`config.mk`:
```
export PLATFORM = sky130hd
export DESIGN_NAME = bsw_ctrl
export DESIGN_NICKNAME = d
export VERILOG_FILES = /design/src/design/bsw_pkg.sv /design/src/design/bsw_button_qual.sv /design/src/design/bsw_ctrl.sv /design/src/design/bsw_timer.sv
export SDC_FILE = /design/constraint.sdc
export NUM_CORES = 1
export LEC_CHECK = 0
export ABC_CLOCK_PERIOD_IN_PS = 5800
export BUFFER_PORTS_ARGS = -buffer_cell sky130_fd_sc_hd__buf_2
export CORE_MARGIN = 2
export CORE_UTILIZATION = 58
export DETAILED_ROUTE_END_ITERATION = 6
export GPL_TIMING_DRIVEN = 0
export PLACE_DENSITY = 0.77
export SLEW_MARGIN = 20
export SYNTH_ARGS = -nofsm -noshare
export SYNTH_HDL_FRONTEND = slang
export SYNTH_SLANG_ARGS = --single-unit
```
`constraint.sdc`:
```
create_clock -name clk_i -period 5.8 [get_ports clk_i]
set_input_delay 0 -clock clk_i [delete_from_list [all_inputs] [get_ports clk_i]]
set_output_delay 0 -clock clk_i [all_outputs]
set_load 0.005 [all_outputs]
```
`src/design/bsw_pkg.sv`:
```
//----------------------------------------------------------------------
// Constants for the battery switch and ship mode controller
//----------------------------------------------------------------------
// Holds register offsets, field positions, reset values, timing figures
// and the controller state type. Assumes a 25 MHz core clock.
//
// What this block does
// - Switch-off request, no delay: open switch immediately
// - Switch-off request with delay: wait entry delay
// - Input supply arriving closes switch, ends ship mode
// - Button held low deglitch time closes switch
// - Host clearing switch-off request re-enables switch
// - Register reset bit restores defaults, ends ship
// - Qualified button pulse also ends ship mode
// - Long button hold, no supply: start power cycle
// - Power cycle keeps switch open, then recloses
// - Button reset enable clear blocks power cycle
// - Button exit from ship mode sets high-impedance bit
// - Boost enable refused while high-impedance bit set
package bsw_pkg;

   //--------------------------------------------------------------------
   // Register bus
   //--------------------------------------------------------------------
   localparam int unsigned ADDR_W = 8;  // Address width
   localparam int unsigned DATA_W = 8;  // Data width
   localparam logic [ADDR_W-1:0] CTRL_ADDR = 8'h00;  // Control register
   localparam logic [ADDR_W-1:0] STAT_ADDR = 8'h04;  // Status register

   //--------------------------------------------------------------------
   // Control register fields
   //--------------------------------------------------------------------
   localparam int unsigned CTRL_SOR_BIT = 0;    // Switch-off request
   localparam int unsigned CTRL_DLY_BIT = 1;    // Entry delay select
   localparam int unsigned CTRL_BRE_BIT = 2;    // Button reset enable
   localparam int unsigned CTRL_HIZ_BIT = 3;    // Input high-z enable
   localparam int unsigned CTRL_BOOST_BIT = 4;  // Boost output enable
   localparam int unsigned CTRL_RRST_BIT = 7;   // Register reset, self clear
   localparam logic [DATA_W-1:0] CTRL_RESET = 8'h04;  // Default value

   //--------------------------------------------------------------------
   // Status register fields
   //--------------------------------------------------------------------
   localparam int unsigned STAT_SW_BIT = 0;     // Battery switch closed
   localparam int unsigned STAT_SHIP_BIT = 1;   // Ship mode active
   localparam int unsigned STAT_CYC_BIT = 2;    // Power cycle active
   localparam int unsigned STAT_VBUS_BIT = 3;   // Input supply valid
   localparam int unsigned STAT_BTN_BIT = 4;    // Button low, debounced
   localparam int unsigned STAT_WAIT_BIT = 5;   // Entry delay running

   //--------------------------------------------------------------------
   // Timing
   //--------------------------------------------------------------------
   localparam int unsigned CNT_W = 32;              // Counter width
   localparam int unsigned CLK_KHZ = 25000;         // Core clock in kHz
   localparam int unsigned ENTRY_DELAY_MS = 12300;  // Ship entry delay
   localparam int unsigned DEGLITCH_MS = 1000;      // Exit deglitch time
   localparam int unsigned HOLD_MS = 10000;         // Reset hold time
   localparam int unsigned OFF_MS = 320;            // Reset off time
   localparam int unsigned ENTRY_DELAY_CYC = CLK_KHZ * ENTRY_DELAY_MS;
   localparam int unsigned DEGLITCH_CYC = CLK_KHZ * DEGLITCH_MS;
   localparam int unsigned HOLD_CYC = CLK_KHZ * HOLD_MS;
   localparam int unsigned OFF_CYC = CLK_KHZ * OFF_MS;

   //--------------------------------------------------------------------
   // Controller states
   //--------------------------------------------------------------------
   typedef enum logic [1:0] {
      BSW_ON,
      BSW_ENTRY_WAIT,
      BSW_SHIP,
      BSW_CYCLE_OFF
   } bsw_state_e;

endpackage : bsw_pkg

```
`src/design/bsw_button_qual.sv`:
```
// Push-button synchroniser and low-time qualifier.
// Assumes an active-low, asynchronous, bouncing button input.
`timescale 1ns/10ps
module bsw_button_qual
   import bsw_pkg::*;
#(
   parameter int unsigned SHORT_CYC = DEGLITCH_CYC,
   parameter int unsigned LONG_CYC = HOLD_CYC
) (
   // Clock, reset, enable
   input wire logic clk_i,
   input wire logic rst_n_i,
   input wire logic ce_i,
   // Button
   input wire logic push_button_n_i,
   // Qualified events
   output logic short_o,
   output logic long_o,
   output logic low_o
);

   logic sync1_r;            // First synchroniser stage
   logic sync2_r;            // Second synchroniser stage
   logic [CNT_W-1:0] cnt_r;  // Low time so far
   logic short_r;            // Deglitch time reached
   logic long_r;             // Hold time reached

   //--------------------------------------------------------------------
   // Synchroniser
   //--------------------------------------------------------------------
   always_ff @(posedge clk_i or negedge rst_n_i) begin
      if (!rst_n_i) begin
         sync1_r <= 1'b1;
         sync2_r <= 1'b1;
      end else if (ce_i) begin
         sync1_r <= push_button_n_i;
         sync2_r <= sync1_r;
      end
   end

   //--------------------------------------------------------------------
   // Low time measurement
   //--------------------------------------------------------------------
   // Counter saturates at the long figure; high restarts it
   always_ff @(posedge clk_i or negedge rst_n_i) begin
      if (!rst_n_i) begin
         cnt_r <= '0;
         short_r <= 1'b0;
         long_r <= 1'b0;
      end else if (ce_i) begin
         short_r <= !sync2_r && (cnt_r == CNT_W'(SHORT_CYC - 1));
         long_r <= !sync2_r && (cnt_r == CNT_W'(LONG_CYC - 1));
         if (sync2_r) begin
            cnt_r <= '0;
         end else if (cnt_r != CNT_W'(LONG_CYC)) begin
            cnt_r <= cnt_r + 1'b1;
         end
      end
   end

   assign short_o = short_r;
   assign long_o = long_r;
   assign low_o = (cnt_r >= CNT_W'(SHORT_CYC));

endmodule : bsw_button_qual

```
`src/design/bsw_ctrl.sv`:
```
// Battery switch, ship mode and system power-cycle controller.
// Assumes a single 25 MHz clock, synchronous register port strobes and
// a level input that says the input supply is valid.
`timescale 1ns/10ps
module bsw_ctrl
   import bsw_pkg::*;
#(
   parameter int unsigned ENTRY_CYC = ENTRY_DELAY_CYC,
   parameter int unsigned SHORT_CYC = DEGLITCH_CYC,
   parameter int unsigned LONG_CYC = HOLD_CYC,
   parameter int unsigned OFF_TIME_CYC = OFF_CYC
) (
   // Clock, reset, enable
   input wire logic clk_i,
   input wire logic rst_n_i,
   input wire logic ce_i,
   // Register port
   input wire logic [ADDR_W-1:0] addr_i,
   input wire logic [DATA_W-1:0] wr_data_i,
   input wire logic wr_i,
   input wire logic rd_i,
   output logic [DATA_W-1:0] rd_data_o,
   // Board inputs
   input wire logic vbus_valid_i,
   input wire logic push_button_n_i,
   // Power control outputs
   output logic battery_switch_o,
   output logic ship_mode_o,
   output logic input_highz_enable_o,
   output logic boost_output_enable_o
);

   //--------------------------------------------------------------------
   // Declarations
   //--------------------------------------------------------------------
   bsw_state_e state_r;             // Controller state
   bsw_state_e state_nxt;           // Next controller state
   logic sor_r;                     // Switch-off request
   logic dly_r;                     // Entry delay select
   logic bre_r;                     // Button reset enable
   logic hiz_r;                     // Input high-z enable
   logic boost_r;                   // Boost output enable
   logic sw_r;                      // Battery switch closed
   logic ship_r;                    // Ship mode flag
   logic vbus_prev_r;               // Supply level one cycle ago
   logic [DATA_W-1:0] rd_data_r;    // Read data
   logic wr_ctrl;                   // Write to control register
   logic reg_rst;                   // Register reset request
   logic vbus_rise;                 // Supply just connected
   logic btn_short;                 // Deglitched press
   logic btn_long;                  // Long press
   logic btn_low;                   // Button held past deglitch
   logic tmr_load;                  // Start timer
   logic tmr_cancel;                // Stop timer
   logic [CNT_W-1:0] tmr_val;       // Timer load value
   logic tmr_done;                  // Timer expired
   logic tmr_busy;                  // Timer running
   logic exit_clr;                  // Ship exit clears the request
   logic btn_exit;                  // Ship exit by the button

   //--------------------------------------------------------------------
   // Helpers
   //--------------------------------------------------------------------
   // Address match for one register
   function automatic logic addr_hit(input logic [ADDR_W-1:0] a,
                                     input logic [ADDR_W-1:0] reg_a);
      addr_hit = (a == reg_a);
   endfunction : addr_hit

   // Switch closed in a given state
   function automatic logic sw_closed(input bsw_state_e s);
      sw_closed = (s == BSW_ON) || (s == BSW_ENTRY_WAIT);
   endfunction : sw_closed

   //--------------------------------------------------------------------
   // Sub-blocks
   //--------------------------------------------------------------------
   // Button qualifier
   bsw_button_qual #(
      .SHORT_CYC(SHORT_CYC),
      .LONG_CYC(LONG_CYC)
   ) u_button (
      .clk_i(clk_i),
      .rst_n_i(rst_n_i),
      .ce_i(ce_i),
      .push_button_n_i(push_button_n_i),
      .short_o(btn_short),
      .long_o(btn_long),
      .low_o(btn_low)
   );

   // Shared delay timer
   bsw_timer u_timer (
      .clk_i(clk_i),
      .rst_n_i(rst_n_i),
      .ce_i(ce_i),
      .load_i(tmr_load),
      .cancel_i(tmr_cancel),
      .load_val_i(tmr_val),
      .done_o(tmr_done),
      .busy_o(tmr_busy)
   );

   //--------------------------------------------------------------------
   // Register port decode
   //--------------------------------------------------------------------
   assign wr_ctrl = wr_i && addr_hit(addr_i, CTRL_ADDR);
   assign reg_rst = wr_ctrl && wr_data_i[CTRL_RRST_BIT];
   assign vbus_rise = vbus_valid_i && !vbus_prev_r;

   //--------------------------------------------------------------------
   // Next state and timer control
   //--------------------------------------------------------------------
   always_comb begin
      state_nxt = state_r;
      tmr_load = 1'b0;
      tmr_cancel = 1'b0;
      tmr_val = '0;
      exit_clr = 1'b0;
      btn_exit = 1'b0;
      if (reg_rst) begin
         // Register reset ends any sequence at once
         state_nxt = BSW_ON;
         tmr_cancel = 1'b1;
      end else begin
         unique case (state_r)
            BSW_ON: begin
               if (sor_r && !dly_r) begin
                  state_nxt = BSW_SHIP;
               end else if (sor_r) begin
                  // Delayed entry
                  state_nxt = BSW_ENTRY_WAIT;
                  tmr_load = 1'b1;
                  tmr_val = CNT_W'(ENTRY_CYC);
               end else if (btn_long && !vbus_valid_i && bre_r) begin
                  // Long press without supply
                  state_nxt = BSW_CYCLE_OFF;
                  tmr_load = 1'b1;
                  tmr_val = CNT_W'(OFF_TIME_CYC);
               end
            end
            BSW_ENTRY_WAIT: begin
               if (!sor_r) begin
                  // Request withdrawn before expiry
                  state_nxt = BSW_ON;
                  tmr_cancel = 1'b1;
               end else if (!dly_r) begin
                  // Delay dropped while waiting: open now
                  state_nxt = BSW_SHIP;
                  tmr_cancel = 1'b1;
               end else if (tmr_done) begin
                  state_nxt = BSW_SHIP;
               end
            end
            BSW_SHIP: begin
               if (btn_short) begin
                  // Deglitched press, with or without supply
                  state_nxt = BSW_ON;
                  exit_clr = 1'b1;
                  btn_exit = 1'b1;
               end else if (vbus_rise) begin
                  state_nxt = BSW_ON;
                  exit_clr = 1'b1;
               end else if (!sor_r) begin
                  // Host cleared the request
                  state_nxt = BSW_ON;
               end
            end
            BSW_CYCLE_OFF: begin
               if (tmr_done) begin
                  state_nxt = BSW_ON;
               end
            end
         endcase
      end
   end

   //--------------------------------------------------------------------
   // State and switch outputs
   //--------------------------------------------------------------------
   always_ff @(posedge clk_i or negedge rst_n_i) begin
      if (!rst_n_i) begin
         state_r <= BSW_ON;
         sw_r <= 1'b1;
         ship_r <= 1'b0;
      end else if (ce_i) begin
         state_r <= state_nxt;
         sw_r <= sw_closed(state_nxt);
         ship_r <= (state_nxt == BSW_SHIP);
      end
   end

   //--------------------------------------------------------------------
   // Supply edge detector
   //--------------------------------------------------------------------
   always_ff @(posedge clk_i or negedge rst_n_i) begin
      if (!rst_n_i) begin
         vbus_prev_r <= 1'b0;
      end else if (ce_i) begin
         vbus_prev_r <= vbus_valid_i;
      end
   end

   //--------------------------------------------------------------------
   // Switch-off request
   //--------------------------------------------------------------------
   // A host write in the same cycle as an exit wins over the clear
   always_ff @(posedge clk_i or negedge rst_n_i) begin
      if (!rst_n_i) begin
         sor_r <= CTRL_RESET[CTRL_SOR_BIT];
      end else if (ce_i) begin
         if (reg_rst) begin
            sor_r <= CTRL_RESET[CTRL_SOR_BIT];
         end else if (wr_ctrl) begin
            sor_r <= wr_data_i[CTRL_SOR_BIT];
         end else if (exit_clr) begin
            sor_r <= 1'b0;
         end
      end
   end

   //--------------------------------------------------------------------
   // Delay select and button reset enable
   //--------------------------------------------------------------------
   always_ff @(posedge clk_i or negedge rst_n_i) begin
      if (!rst_n_i) begin
         dly_r <= CTRL_RESET[CTRL_DLY_BIT];
         bre_r <= CTRL_RESET[CTRL_BRE_BIT];
      end else if (ce_i) begin
         if (reg_rst) begin
            dly_r <= CTRL_RESET[CTRL_DLY_BIT];
            bre_r <= CTRL_RESET[CTRL_BRE_BIT];
         end else if (wr_ctrl) begin
            dly_r <= wr_data_i[CTRL_DLY_BIT];
            bre_r <= wr_data_i[CTRL_BRE_BIT];
         end
      end
   end

   //--------------------------------------------------------------------
   // Input high-z enable
   //--------------------------------------------------------------------
   // Button exit sets it; the set wins over a host write
   always_ff @(posedge clk_i or negedge rst_n_i) begin
      if (!rst_n_i) begin
         hiz_r <= CTRL_RESET[CTRL_HIZ_BIT];
      end else if (ce_i) begin
         if (reg_rst) begin
            hiz_r <= CTRL_RESET[CTRL_HIZ_BIT];
         end else if (btn_exit) begin
            hiz_r <= 1'b1;
         end else if (wr_ctrl) begin
            hiz_r <= wr_data_i[CTRL_HIZ_BIT];
         end
      end
   end

   //--------------------------------------------------------------------
   // Boost output enable
   //--------------------------------------------------------------------
   // Setting is only taken once high-z is already clear
   always_ff @(posedge clk_i or negedge rst_n_i) begin
      if (!rst_n_i) begin
         boost_r <= CTRL_RESET[CTRL_BOOST_BIT];
      end else if (ce_i) begin
         if (reg_rst) begin
            boost_r <= CTRL_RESET[CTRL_BOOST_BIT];
         end else if (btn_exit) begin
            boost_r <= 1'b0;
         end else if (wr_ctrl) begin
            boost_r <= wr_data_i[CTRL_BOOST_BIT] && !hiz_r
                       && !wr_data_i[CTRL_HIZ_BIT];
         end
      end
   end

   //--------------------------------------------------------------------
   // Read data
   //--------------------------------------------------------------------
   // Data stands one cycle after the strobe, zero otherwise
   always_ff @(posedge clk_i or negedge rst_n_i) begin
      if (!rst_n_i) begin
         rd_data_r <= '0;
      end else if (ce_i) begin
         rd_data_r <= '0;
         if (rd_i && addr_hit(addr_i, CTRL_ADDR)) begin
            rd_data_r[CTRL_SOR_BIT] <= sor_r;
            rd_data_r[CTRL_DLY_BIT] <= dly_r;
            rd_data_r[CTRL_BRE_BIT] <= bre_r;
            rd_data_r[CTRL_HIZ_BIT] <= hiz_r;
            rd_data_r[CTRL_BOOST_BIT] <= boost_r;
         end else if (rd_i && addr_hit(addr_i, STAT_ADDR)) begin
            rd_data_r[STAT_SW_BIT] <= sw_r;
            rd_data_r[STAT_SHIP_BIT] <= ship_r;
            rd_data_r[STAT_CYC_BIT] <= (state_r == BSW_CYCLE_OFF);
            rd_data_r[STAT_VBUS_BIT] <= vbus_valid_i;
            rd_data_r[STAT_BTN_BIT] <= btn_low;
            rd_data_r[STAT_WAIT_BIT] <= tmr_busy
                                        && (state_r == BSW_ENTRY_WAIT);
         end
      end
   end

   //--------------------------------------------------------------------
   // Outputs
   //--------------------------------------------------------------------
   assign rd_data_o = rd_data_r;
   assign battery_switch_o = sw_r;
   assign ship_mode_o = ship_r;
   assign input_highz_enable_o = hiz_r;
   assign boost_output_enable_o = boost_r;

endmodule : bsw_ctrl

```
`src/design/bsw_timer.sv`:
```
// One-shot down counter used for the entry delay and the power cycle.
// Assumes one load or cancel at a time from the controller.
`timescale 1ns/10ps
module bsw_timer
   import bsw_pkg::*;
(
   // Clock, reset, enable
   input wire logic clk_i,
   input wire logic rst_n_i,
   input wire logic ce_i,
   // Control
   input wire logic load_i,
   input wire logic cancel_i,
   input wire logic [CNT_W-1:0] load_val_i,
   // Status
   output logic done_o,
   output logic busy_o
);

   logic [CNT_W-1:0] cnt_r;  // Cycles left
   logic done_r;             // Expiry pulse

   //--------------------------------------------------------------------
   // Counter
   //--------------------------------------------------------------------
   // Cancel beats load so a reset never leaves a stale count
   always_ff @(posedge clk_i or negedge rst_n_i) begin
      if (!rst_n_i) begin
         cnt_r <= '0;
         done_r <= 1'b0;
      end else if (ce_i) begin
         done_r <= 1'b0;
         if (cancel_i) begin
            cnt_r <= '0;
         end else if (load_i) begin
            cnt_r <= load_val_i;
         end else if (cnt_r != '0) begin
            cnt_r <= cnt_r - 1'b1;
            done_r <= (cnt_r == CNT_W'(1));
         end
      end
   end

   assign done_o = done_r;
   assign busy_o = (cnt_r != '0);

endmodule : bsw_timer

```
[Word-level counts from Yosys, hierarchy flattened]
Cells that the tools add are included.
Word-level totals
  register bits: 85
  latch bits: 0
  RAM bits: 0
  ROM bits: 0
  input port bits: 23
  output and inout bits: 12
  logic and storage cells: 121
  memories: 0
Operators by class
  add/sub/neg operators: 2
  $mul: 0
  divide/modulo/power cells: 0
  magnitude comparators: 1
  eq/ne operators: 10
  shifts and indexed selects: 0
  multiplexer cells: 57
  bitwise logic cells: 0
  reduce and logical (&&, ||, !) cells: 34
Operator list (number)
  32-bit two-way mux: 5
  29-bit two-way mux: 4
  1-bit two-way mux: 33
  32-bit by 1-bit adder with 32-bit output, second input constant: 1
  32-bit by 1-bit equality test with 1-bit output, second input constant: 1
  32-bit by 25-bit equality test with 1-bit output, second input constant: 1
  32-bit by 28-bit equality test with 1-bit output, second input constant: 1
  32-bit by 25-bit greater-or-equal comparator with 1-bit output, second input constant: 1
  32-bit by 28-bit inequality test with 1-bit output, second input constant: 1
  32-bit nonzero test: 1
  32-bit by 1-bit subtractor with 32-bit output, second input constant: 1
  23-bit two-way mux: 1
  2-bit two-way mux: 11
  1-bit logical AND: 13
  2-bit AND reduction: 5
  3-bit nonzero test: 3
  8-bit by 3-bit equality test with 1-bit output, second input constant: 1
  8-bit logical NOT: 1
  2-bit case mux with 4 select lines: 1
  2-bit equality test, second input constant: 3
  1-bit logical NOT: 6
  6-bit two-way mux: 1
  5-bit two-way mux: 1
  2-bit by 1-bit equality test with 1-bit output, second input constant: 2
  other kinds (3): 5

[Depth between registers and ports, before layout]
Gate-level depths: netlist of run 1.
  depth in word-level cells: 10
  depth in mapped cells: 9
  gate-level depth less buffers: 8

[By module]
Synthesis of run 1 repeated with hierarchy kept, for this count alone.
Unflattened totals
  cell total of the unflattened synthesis: 617
  area, all modules: 5345.1 µm²
Modules (own cells, without submodules)
  bsw_button_qual: times used 1, cells each 253, area each 2277.2 µm², sequential area each 903.4 µm²
  bsw_timer: times used 1, cells each 271, area each 2140.8 µm², sequential area each 825.8 µm²
  bsw_ctrl: times used 1, cells each 93, area each 927.1 µm², sequential area each 402.9 µm²

[Least setup slack after synthesis of run 1]
OpenSTA, ideal clock, no wires.
  path type: register to register
  from: reg u_button.cnt_r[19]
  to: reg u_button.cnt_r[19]
  setup time: 0.132 ns
  data arrival time: 2.336 ns
  data required time: 5.668 ns
  path slack: 3.332 ns
  cell stages (with the launch flop): 8
  path buffers: 1
  clock period less this slack: 2.468 ns
  cells stage by stage: dfrtp_1 -> or4_1 -> or4_1 -> o31ai_4 -> buf_4 -> nor3_1 -> xnor2_1 -> nor2_1
On the way
  cells in the longest elaborated chain, start to end: 3
  elaborated cells on any way between the ends: 6
  classes of those cells: add/sub (1); eq/ne (1); mux (2); reduce/logical (2)
RTL lines
  start: declaration: RTL line bsw_button_qual.sv:24  | logic [CNT_W-1:0] cnt_r;
  start signal: assignment: RTL line bsw_button_qual.sv:56  | cnt_r <= cnt_r + 1'b1;
  32-bit by 1-bit adder with 32-bit output or 32-bit by 28-bit inequality test with 1-bit output (tied branches): RTL line bsw_button_qual.sv:56, bsw_button_qual.sv:55
  32-bit two-way mux or 2-bit nonzero test (tied branches)
  32-bit two-way mux or 2-bit AND reduction (tied branches)
Parallel ways exist; a longest one is shown, timed or not. The select of a mux whose other input is x is not followed.
A chain may end at the register's enable or synchronous reset.

[Worst setup path in the final report of run 1]
  from: reg bre_r
  to: reg u_timer.cnt_r[2]
On the way
  cells in the longest elaborated chain, start to end: 8
  elaborated cells on any way between the ends: 10
  classes of those cells: mux (7); reduce/logical (3)
RTL lines
  start: declaration: RTL line bsw_ctrl.sv:40  | logic bre_r;
  start signal: assignment: RTL line bsw_ctrl.sv:228  | bre_r <= CTRL_RESET[CTRL_BRE_BIT];
  start signal: assignment: RTL line bsw_ctrl.sv:232  | bre_r <= CTRL_RESET[CTRL_BRE_BIT];
  start signal: assignment: RTL line bsw_ctrl.sv:235  | bre_r <= wr_data_i[CTRL_BRE_BIT];
  1-bit logical AND *: RTL line bsw_ctrl.sv:135  | end else if (btn_long && !vbus_valid_i && bre_r) begin
  1-bit two-way mux *: RTL line bsw_ctrl.sv:135
  1-bit two-way mux *: RTL line bsw_ctrl.sv:130  | end else if (sor_r) begin
  1-bit two-way mux *: RTL line bsw_ctrl.sv:128  | if (sor_r && !dly_r) begin
  1-bit two-way mux *: RTL line bsw_ctrl.sv:126  | unique case (state_r)
  1-bit two-way mux *: RTL line bsw_ctrl.sv:121  | if (reg_rst) begin
  3-bit nonzero test (no line) or 32-bit two-way mux (tied branches)
  2-bit AND reduction (no line) or 32-bit two-way mux (tied branches)
  end signal: assignment: RTL line bsw_timer.sv:36  | cnt_r <= load_val_i;
  end signal: assignment: RTL line bsw_timer.sv:38  | cnt_r <= cnt_r - 1'b1;
  end: declaration: RTL line bsw_timer.sv:20  | logic [CNT_W-1:0] cnt_r;
Every way passes the cells marked *; elsewhere a longest branch is shown, timed or not.

==> impl_metrics.toml, run 1 <==
[status]
status = "finished, final reports clean"

[clock_network]
tritoncts = "done"
cts-root-buf = "clkbuf_8"
post_cts_buffers = 0
postCtsHoldBufs = 12
ctsResizeCount = 0
cts_num_sinks = 85
path_clk_slew_ps = 90
clockBufferDepth = 2
h-tree-depth = 3
cts_buffers = 9
insertion_delay_ps = 370

[sta]
rsz0062_at_grt = "no"
hold_violations = 0
tns_ps = 0
worst_slew_pin_slew_ps = 696
layout_worst_path_cycle_share_pct = 53.4
finalSetupViolations = 0
slew_viol_final = 0
slew_headroom_pct = 53.5
clock_skew_ps = 10.0
fmax_mhz = 323
period_needed_ps = 3100

[placed_design]
place.gp.congestion = 0.897
dp_hpwl_um = 8200
placed_cell_area_mm2 = 0.00516
dpl.cell_count = 674
io_buffers = 29

[global_route]
antenna_found_initial = 0
groute.usage.overall_pct = 28.4
overflow = 0
grt_first_pass_wirelength_um = 20100
grt_pass1_vias = 4190
grt_max_degree = 58

[floorplanning]
chipHeight_um = 95.4
dieArea_mm2 = 0.00910
dieWidth_um = 95.4
io-pin-count = 35
start_util_pct = 59.3
std_cell_rows = 33
fp.coreArea_mm2 = 0.00818

[setup_path]
critPathLaunchType = "flip-flop"
slowest_delay_ps = 550
path_class = "reg -> reg"
r2r_start = "bre_r"
crit_slowest_cell = "dfstp_2"
arrival_ps = 3330
reg2reg_to = "u_timer.cnt_r[2]"
path_buf_inv = 2
cp.required_ps = 6030
worstPathCellList = "nor4bb_1 -> o21ai_0 -> and3_1 -> clkbuf_1 -> nor2_1 -> clkbuf_1 -> nor2_1"
r2r_cells = 7
end_kind = "flip-flop"
path_max_fanout = 10
r2r_slack_ps = 2700
cpLargestDelayFamily = "simple AND/OR/NAND/NOR gates"

[power]
max-vdd-ir-drop_uv = 164
finalPower_mw = 1.73
power_density_mw_per_mm2 = 317
leakage_nw = 2.37

[layout]
drive_above_1_share_pct = 13.6
nets = 619
fin_cells = 702
antenna_cells = 0
final_cell_area_mm2 = 0.00546
syn2layout_area_growth_pct = 12.6
multi_input_area_mm2 = 0.00256
register_area_mm2 = 0.00213
fillers = 670

[routing]
first_pass_iters = 5
vias = 4424
drc_errors = 0
via_per_inst = 6.30
wl_per_cell_um = 17.0
drt-total-wl_um = 12000
ant_nets = 0
drtIter0Drc = 198

[yosys]
async_reset_ff_share_pct = 100
synth.cell_area_mm2 = 0.00485
synth_seq_cells = 85
yosys_warnings = 0
ys_seq_area_share_pct = 44.0
synth_edf_count = 0
synth.distinct_cells = 66
synth_cells = 538
synthFlopType = "dfrtp_1"
syn_area_per_cell_um2 = 9.01

[worst_hold_path]
whs_path_depth = 3
hold_end = "input_highz_enable_o"
hp-class = "in -> reg"
min_from = "wr_data_i[7]"

[job]
drv_cap = 0
==> worst register-to-register path: cells and delay by family (launching register included) <==
family          cells  cell delay [ps]
simple gates        4             1410
buf+inv             2              660
flops               1              550
compound gates      1              340
==> stage by stage <==
step / utilization (%) / hold slack [ps] / setup WS, ps
CTS: 66.7 / 13.4 / 2750
finish: 66.7 / 44.4 / 2700
floorplan: - / -296 / 3330
global placement: 62.7 / 263 / 2840
global route: 66.7 / 58.0 / 2450
detailed placement: 63.1 / -41.0 / 2780
==> power breakdown <==
part	leakage (nW)	total [mW]	switching (mW)	internal [mW]
clock	0.0837	0.391	0.232	0.160
sequential	1.13	0.845	0.136	0.709
combinational	1.16	0.495	0.289	0.206
total	2.37	1.73	0.657	1.07
==> placed cells by master, fill, tap and decap left out, types with 6 or more instances in the layout <==
cell type / netlist / final
dfrtp_1: 81 / 81
nor2_1: 63 / 63
nand2_1: 45 / 45
buf_2: 1 / 29
o21ai_0: 27 / 27
nor3_1: 25 / 25
a21oi_1: 24 / 24
nand3_1: 22 / 22
clkbuf_1: 20 / 21
xnor2_1: 17 / 17
nand4_1: 16 / 16
nor4_1: 14 / 14
xor2_1: 14 / 14
inv_1: 13 / 13
or3_1: 12 / 12
dlygate4sd3_1: 0 / 12
and3_1: 11 / 11
clkbuf_8: 0 / 9
or4_1: 8 / 8
o31ai_1: 8 / 8
a21o_1: 8 / 8
and2_1: 6 / 6
==> registers in the layout (all words and copies together), names as in the netlist <==
| signal | cells |
|---|---|
| u_button.sync1_r | 1 |
| battery_switch_o | 1 |
| sor_r | 1 |
| u_button.sync2_r | 1 |
| rd_data_o | 6 |
| bre_r | 1 |
| ship_mode_o | 1 |
| u_button.cnt_r | 32 |
| state_r | 2 |
| input_highz_enable_o | 1 |
| u_timer.cnt_r | 32 |
| dly_r | 1 |
| u_button.short_o | 1 |
| u_timer.done_o | 1 |
| boost_output_enable_o | 1 |
| u_button.long_o | 1 |
| vbus_prev_r | 1 |
==> Yosys cell counts, types with 8 or more instances <==
cell | n | share of area (%)
a21o_1 | 8 | 1.2
a21oi_1 | 24 | 2.5
and3_1 | 11 | 1.4
clkbuf_1 | 20 | 1.5
dfrtp_1 | 81 | 42
inv_1 | 13 | 1.0
nand2_1 | 45 | 3.5
nand3_1 | 22 | 2.3
nand4_1 | 16 | 2.1
nor2_1 | 63 | 4.9
nor3_1 | 25 | 2.6
nor4_1 | 14 | 1.8
o21ai_0 | 27 | 2.8
o31ai_1 | 8 | 1.2
or3_1 | 12 | 1.5
or4_1 | 8 | 1.2
xnor2_1 | 17 | 3.1
xor2_1 | 14 | 2.5
==> logic make-up after synthesis <==
| group | count (synthesis) | synth area share, % |
|---|---|---|
| AO/OA/AOI/OAI | 119 | 17.0 |
| XOR/XNOR | 31 | 5.60 |
| adder cells (fa/ha/maj) | 4 | 1.03 |
| buffers and inverters | 39 | 3.36 |
| flip-flops | 85 | 44.0 |
| multiplexers | 5 | 1.16 |
| other | 1 | 0.0774 |
| AND/OR/NAND/NOR | 254 | 27.7 |
==> worst max path at each step <==
stage / cells past startpoint / start / endpoint
after floorplan: 7 / u_button.cnt_r[19] / u_button.cnt_r[19]
after global placement: 7 / bre_r / u_timer.cnt_r[2]
after detailed placement: 7 / bre_r / u_timer.cnt_r[2]
after CTS: 7 / bre_r / u_timer.cnt_r[2]
after global routing: 7 / bre_r / u_timer.cnt_r[2]
final: 7 / bre_r / u_timer.cnt_r[2]
==> cell type report <==
class                           count  area share (%)
Buffer                             25            2.02
Clock buffer                       10            2.34
Clock inverter                      6           0.849
Inverter                           14           0.963
Multi-Input combinational cell    415            46.9
Sequential cell                    85            39.1
Tap cell                          105            2.41
Timing Repair Buffer               42            5.41
==> metal layers <==
| metal | up-vias | track usage (%) | wire length, um |
|---|---|---|---|
| met4 | 0 | 13.2 | 469 |
| met3 | 43 | 4.35 | 518 |
| met1 | 2150 | 37.0 | 5200 |
| met2 | 147 | 46.8 | 5780 |
| met5 | - | 0 | 0 |
| li1 | 2084 | - | - |
Power figures use the tool's default switching activity.
==> run 2, diff against run 1 <==
Settings changed: ABC_AREA set to 1, ABC_CLOCK_PERIOD_IN_PS 5800 to 2500, CORE_UTILIZATION 58 to 56.
Clock period 5.8 ns to 2.5 ns, I/O delays scaled along.
==> run 2 against run 1 <==
Effect of this change:
- first-iteration DRC count rose by 140%
- global-route usage is 2.4 points higher
- sequential share of layout area is 6.7 points lower
- utilization is 2.5 points lower
- die area grew 24%
- maximum frequency is 32% higher
- area after synthesis rose by 21%
- non-clock buffer count rose by 3
- final cell count up 58%
- synthesized cell count rose by 70%
- worst setup slack got worse by 2500 ps
- largest power group is now combinational logic
==> impl_metrics.toml, run 2 <==
[placed_design]
io_buffers = 29
dpl.cell_count = 1082
place.gp.congestion = 0.952
placed_cell_area_mm2 = 0.00622
dp_hpwl_um = 12100
pre_cts_ws_ps = 60.9

[clock_network]
post_cts_buffers = 0
h-tree-depth = 3
cts_buffers = 9
tritoncts = "done"
insertion_delay_ps = 380
cts_num_sinks = 85
path_clk_slew_ps = 90
cts-root-buf = "clkbuf_8"
clockBufferDepth = 2

[layout]
fin_cells = 1111
layout_common_cells = "nand2_1, nor2_1, nand3_1"
layout_commonest_cell = "nand2_1"
syn2layout_area_growth_pct = 12.0
final_cell_area_mm2 = 0.00658
antenna_cells = 0
drive_above_1_share_pct = 8.72
fillers = 962
register_area_mm2 = 0.00213
utilization_pct = 64.3
nets = 997
multi_input_area_mm2 = 0.00323

[floorplanning]
start_util_pct = 57.4
fp.coreArea_mm2 = 0.0102
std_cell_rows = 37
chipHeight_um = 106
io-pin-count = 35
dieWidth_um = 106
dieArea_mm2 = 0.0113

[routing]
via_per_inst = 5.44
drtIter0Drc = 472
drt-total-wl_um = 16200
vias = 6044
ant_nets = 0
first_pass_iters = 5
wl_per_cell_um = 14.6
drc_errors = 0

[global_route]
grt_first_pass_wirelength_um = 27300
grt_max_degree = 58
antenna_found_initial = 0
grt_busiest_layer = "met1"
groute.usage.overall_pct = 30.8
grt.met3_usage_pct = 7.73
use_met1_pct = 45.8
grt.met2_usage_pct = 44.6
overflow = 0
grt_pass1_vias = 5632

[yosys]
synth_edf_count = 0
synth.cell_area_mm2 = 0.00587
yosys-top-cells-count = "nand2_1, nor2_1, nand3_1"
synth.distinct_cells = 34
synthTopCellsByArea = "dfrtp_1, nand2_1, nor2_1"
synth_top_area_cell = "dfrtp_1"
synthFlopType = "dfrtp_1"
yosysMostFrequentCell = "nand2_1"
syn_area_per_cell_um2 = 6.41
ys_seq_area_share_pct = 36.3
async_reset_ff_share_pct = 100
yosys_warnings = 0
synth_top_cell_area_share_pct = 34.5
synth_seq_cells = 85
synth_cells = 915

[sta]
clock_skew_ps = 10.8
fmax_mhz = 427
layout_worst_path_cycle_share_pct = 93.6
finalSetupViolations = 0
worst_slew_pin_slew_ps = 777
period_needed_ps = 2340
slew_headroom_pct = 47.8
setup_ws_ps = 160
rsz0062_at_grt = "no"
hold_violations = 0
slew_viol_final = 0
tns_ps = 0
whs_ps = 2.28

[status]
status = "finished, final reports clean"

[setup_path]
crit_slowest_cell = "dfrtp_1"
slowest_delay_ps = 440
cpLargestDelayFamily = "simple AND/OR/NAND/NOR gates"
critPathMostFrequentCell = "inv_1"
reg2reg_to = "u_button.cnt_r[14]"
end_kind = "flip-flop"
r2r_slack_ps = 160
r2r_start = "u_button.cnt_r[0]"
path_max_fanout = 5
r2r_cells = 11
path_class = "reg -> reg"
critPathLaunchType = "flip-flop"
worstPathCellList = "ha_1 -> inv_1 -> nor2_2 -> inv_1 -> nor2_2 -> inv_1 -> nor2_1 -> xor2_1 -> nor2_1 -> nand2_1 -> nand2_1"
path_buf_inv = 3
arrival_ps = 2620
cp.required_ps = 2780

[power]
leakage_nw = 3.12
power_density_mw_per_mm2 = 849
max-vdd-ir-drop_uv = 515
finalPower_mw = 5.58

[worst_hold_path]
hold_end = "rd_data_o[3]"
min_from = "addr_i[4]"
whs_path_depth = 4
hp-class = "in -> reg"

[job]
drv_cap = 0
==> run 2: layer usage <==
layer  up-vias  routed length (um)
li1       3046                   -
met1      2730                7730
met2       240                6840
met3        28                1350
met4         0                 312
met5         -                   0
==> run 2: cells by family (layout without fill, tap and decap cells) <==
| logic type | Yosys count | in the layout | share of synthesized area (%) |
|---|---|---|---|
| and+or+nand+nor | 606 | 606 | 43.5 |
| buffers and inverters | 119 | 178 | 8.74 |
| DFF | 85 | 85 | 36.3 |
| AOI/OAI and AO/OA | 82 | 82 | 7.87 |
| xor gates and xnor gates | 18 | 18 | 2.69 |
| adders and majority gates | 4 | 4 | 0.853 |
| other | 1 | 2 | 0.0639 |
==> run 2: repair_timing <==
action / 4_1_cts / 5_1_grt
endpoints found under the hold margin: 88 / 0
endpoints found under the setup margin: 0 / 2
resized for setup: 0 / 2
hold buffers: 13 / 0
==> run 2: how the worst max path moves through the flow <==
stage	from	end	slack, ps	depth (start not counted)
floorplan	u_button.cnt_r[0]	u_button.cnt_r[14]	660	11
global placement	u_button.cnt_r[0]	u_button.cnt_r[14]	40	11
detailed placement	u_button.cnt_r[0]	u_button.cnt_r[14]	60	11
CTS	u_button.cnt_r[0]	u_button.cnt_r[14]	40	11
global route	u_button.cnt_r[0]	u_button.cnt_r[14]	3	11
finish	u_button.cnt_r[0]	u_button.cnt_r[14]	160	11
==> run 2: final cells by class <==
class	count	share of cell area, %
buffer	27	2.55
clock buffer	9	1.88
clock inverter	7	1.50
inverter	92	5.25
multi-input combinational	712	49.2
sequential	85	32.4
tap	136	2.59
timing repair buffer	43	4.64
==> run 2: power by group <==
| group | leakage, nW | switching [mW] | internal (mW) | total (mW) |
|---|---|---|---|---|
| Combinational | 1.87 | 1.68 | 0.844 | 2.52 |
| Clock | 0.110 | 0.559 | 0.568 | 1.13 |
| Sequential | 1.14 | 0.310 | 1.62 | 1.94 |
| Total | 3.12 | 2.54 | 3.04 | 5.58 |
==> run 2: worst min-delay path: cells and delay by family <==
kind / cells / cell delay, ps
AO/OA/AOI/OAI: 1 / 110
buffers and inverters: 1 / 70
AND/OR/NAND/NOR: 2 / 140
==> run 3, diff against run 2 <==
Settings changed: RECOVER_POWER set to 25.
==> run 3 against run 2 <==
Effect of this change:
- the flow now finishes with violations (max-capacitance violations, max-slew violations)
- largest power group unchanged
- die area did not move
- via count rose by 0.30%
- first-iteration DRC count did not move
- clock-buffer cell count did not move
- non-clock buffer count did not move
==> impl_metrics.toml, run 3 (synthesized netlist as in run 2, its figures left out) <==
[status]
status = "finished with violations"
violations = "max-capacitance violations, max-slew violations"

[layout]
layout_commonest_cell = "nand2_1"
fin_cells = 1111
utilization_pct = 64.2
fillers = 962
final_cell_area_mm2 = 0.00657
layout_common_cells = "nand2_1, nor2_1, nand3_1"
syn2layout_area_growth_pct = 12.0
antenna_cells = 0
drive_above_1_share_pct = 8.62
nets = 997

[routing]
drc_errors = 0
first_pass_iters = 6
ant_nets = 0
via_per_inst = 5.46
drtIter0Drc = 472
vias = 6062
wl_per_cell_um = 14.6
drt-total-wl_um = 16300

[placed_design]
dp_hpwl_um = 12100
io_buffers = 29
dpl.cell_count = 1082
placed_cell_area_mm2 = 0.00622
pre_cts_ws_ps = 60.9
place.gp.congestion = 0.952

[sta]
worst_slew_pin_slew_ps = 1680
rsz0062_at_grt = "no"
clock_skew_ps = 11.2
fmax_mhz = 426
finalSetupViolations = 0
tns_ps = 0
period_needed_ps = 2350
layout_worst_path_cycle_share_pct = 94.0
setup_ws_ps = 150
slew_viol_final = 29
hold_violations = 0
slew_headroom_pct = -12.3

[clock_network]
insertion_delay_ps = 380
path_clk_slew_ps = 90
clockBufferDepth = 2
cts-root-buf = "clkbuf_8"
cts_buffers = 9
post_cts_buffers = 0
h-tree-depth = 3
tritoncts = "done"
cts_num_sinks = 85

[power]
switching_share_pct = 45.6
seqPwrFrac_pct = 34.7
max-vdd-ir-drop_uv = 517
leakage_nw = 3.12
p_sw_mw = 2.54
power_frac_comb_pct = 45.1
power_density_mw_per_mm2 = 849
clkPwrFrac_pct = 20.2
p_int_mw = 3.04

[setup_path]
critPathLaunchType = "flip-flop"
r2r_cells = 11
path_class = "reg -> reg"
path_max_fanout = 5
end_kind = "flip-flop"
r2r_slack_ps = 150
cp.required_ps = 2780
r2r_start = "u_button.cnt_r[0]"
reg2reg_to = "u_button.cnt_r[14]"
arrival_ps = 2630

[floorplanning]
fp.coreArea_mm2 = 0.0102
io-pin-count = 35
dieWidth_um = 106
chipHeight_um = 106
start_util_pct = 57.4
std_cell_rows = 37
dieArea_mm2 = 0.0113

[global_route]
groute.usage.overall_pct = 30.8
antenna_found_initial = 0
grt_max_degree = 58
grt_first_pass_wirelength_um = 27300
overflow = 0
grt_pass1_vias = 5632

[worst_hold_path]
min_from = "addr_i[4]"
whs_path_depth = 4
hp-class = "in -> reg"
hold_end = "rd_data_o[3]"

[job]
drv_cap = 1
-- run 3: changes by cell type in the layout (fill, tap and decap cells not counted), sizes merged --
cell	before	now
buf	48	47
clkbuf	18	19
-- run 3: final cells by class --
class,count,area [um^2],share of cell area (%)
inverter,92,345,5.26
tap,136,170,2.59
buffer,27,168,2.55
sequential,85,2130,32.4
timing repair buffer,43,302,4.59
clock buffer,9,124,1.88
multi-input combinational,712,3230,49.2
clock inverter,7,98.8,1.50
-- run 3: worst max-delay path by stage --
stage,cells past startpoint,slack (ps),start,endpoint
after global routing,11,3,u_button.cnt_r[0],u_button.cnt_r[14]
after CTS,11,40,u_button.cnt_r[0],u_button.cnt_r[14]
after floorplan,11,660,u_button.cnt_r[0],u_button.cnt_r[14]
final,11,150,u_button.cnt_r[0],u_button.cnt_r[14]
after global placement,11,40,u_button.cnt_r[0],u_button.cnt_r[14]
after detailed placement,11,60,u_button.cnt_r[0],u_button.cnt_r[14]
-- run 3: stage by stage --
stage	total power [mW]	hold slack [ps]
after global placement	4.37	207
after CTS	5.54	1.62
after global routing	6.04	47.4
final	5.58	2.60
after floorplan	3.77	-296
after detailed placement	4.41	-43.9
-- run 3: timing repair --
item | 4_1_cts | 5_1_grt
endpoints found under the setup margin | 0 | 2
hold buffers | 13 | 0
endpoints found under the hold margin | 88 | 0
resized for setup | 0 | 2
-- run 3: worst max-delay path, stage by stage (launching register included) --
cell     delay [ps]
dfrtp_1         440
ha_1            290
inv_1            90
nor2_2          270
inv_1           120
nor2_2          250
inv_1            90
nor2_1          330
xor2_1          200
nor2_1           50
nand2_1          70
nand2_1          40
-- run 3: power by group through the flow --
stage	registers [mW]	logic, mW	clock network (mW)
6_report	1.93	2.52	1.13
5_1_grt	1.98	2.88	1.18
4_1_cts	1.93	2.49	1.12
3_5_place_dp	1.95	2.46	0
3_3_place_gp	1.95	2.42	0
2_1_floorplan	1.87	1.91	0
-- run 3: metal layers --
layer | wire [um] | track usage [%]
met2 | 6860 | 44.6
met5 | 0 | 0
met3 | 1460 | 7.73
met1 | 7630 | 45.8
met4 | 318 | 8.18
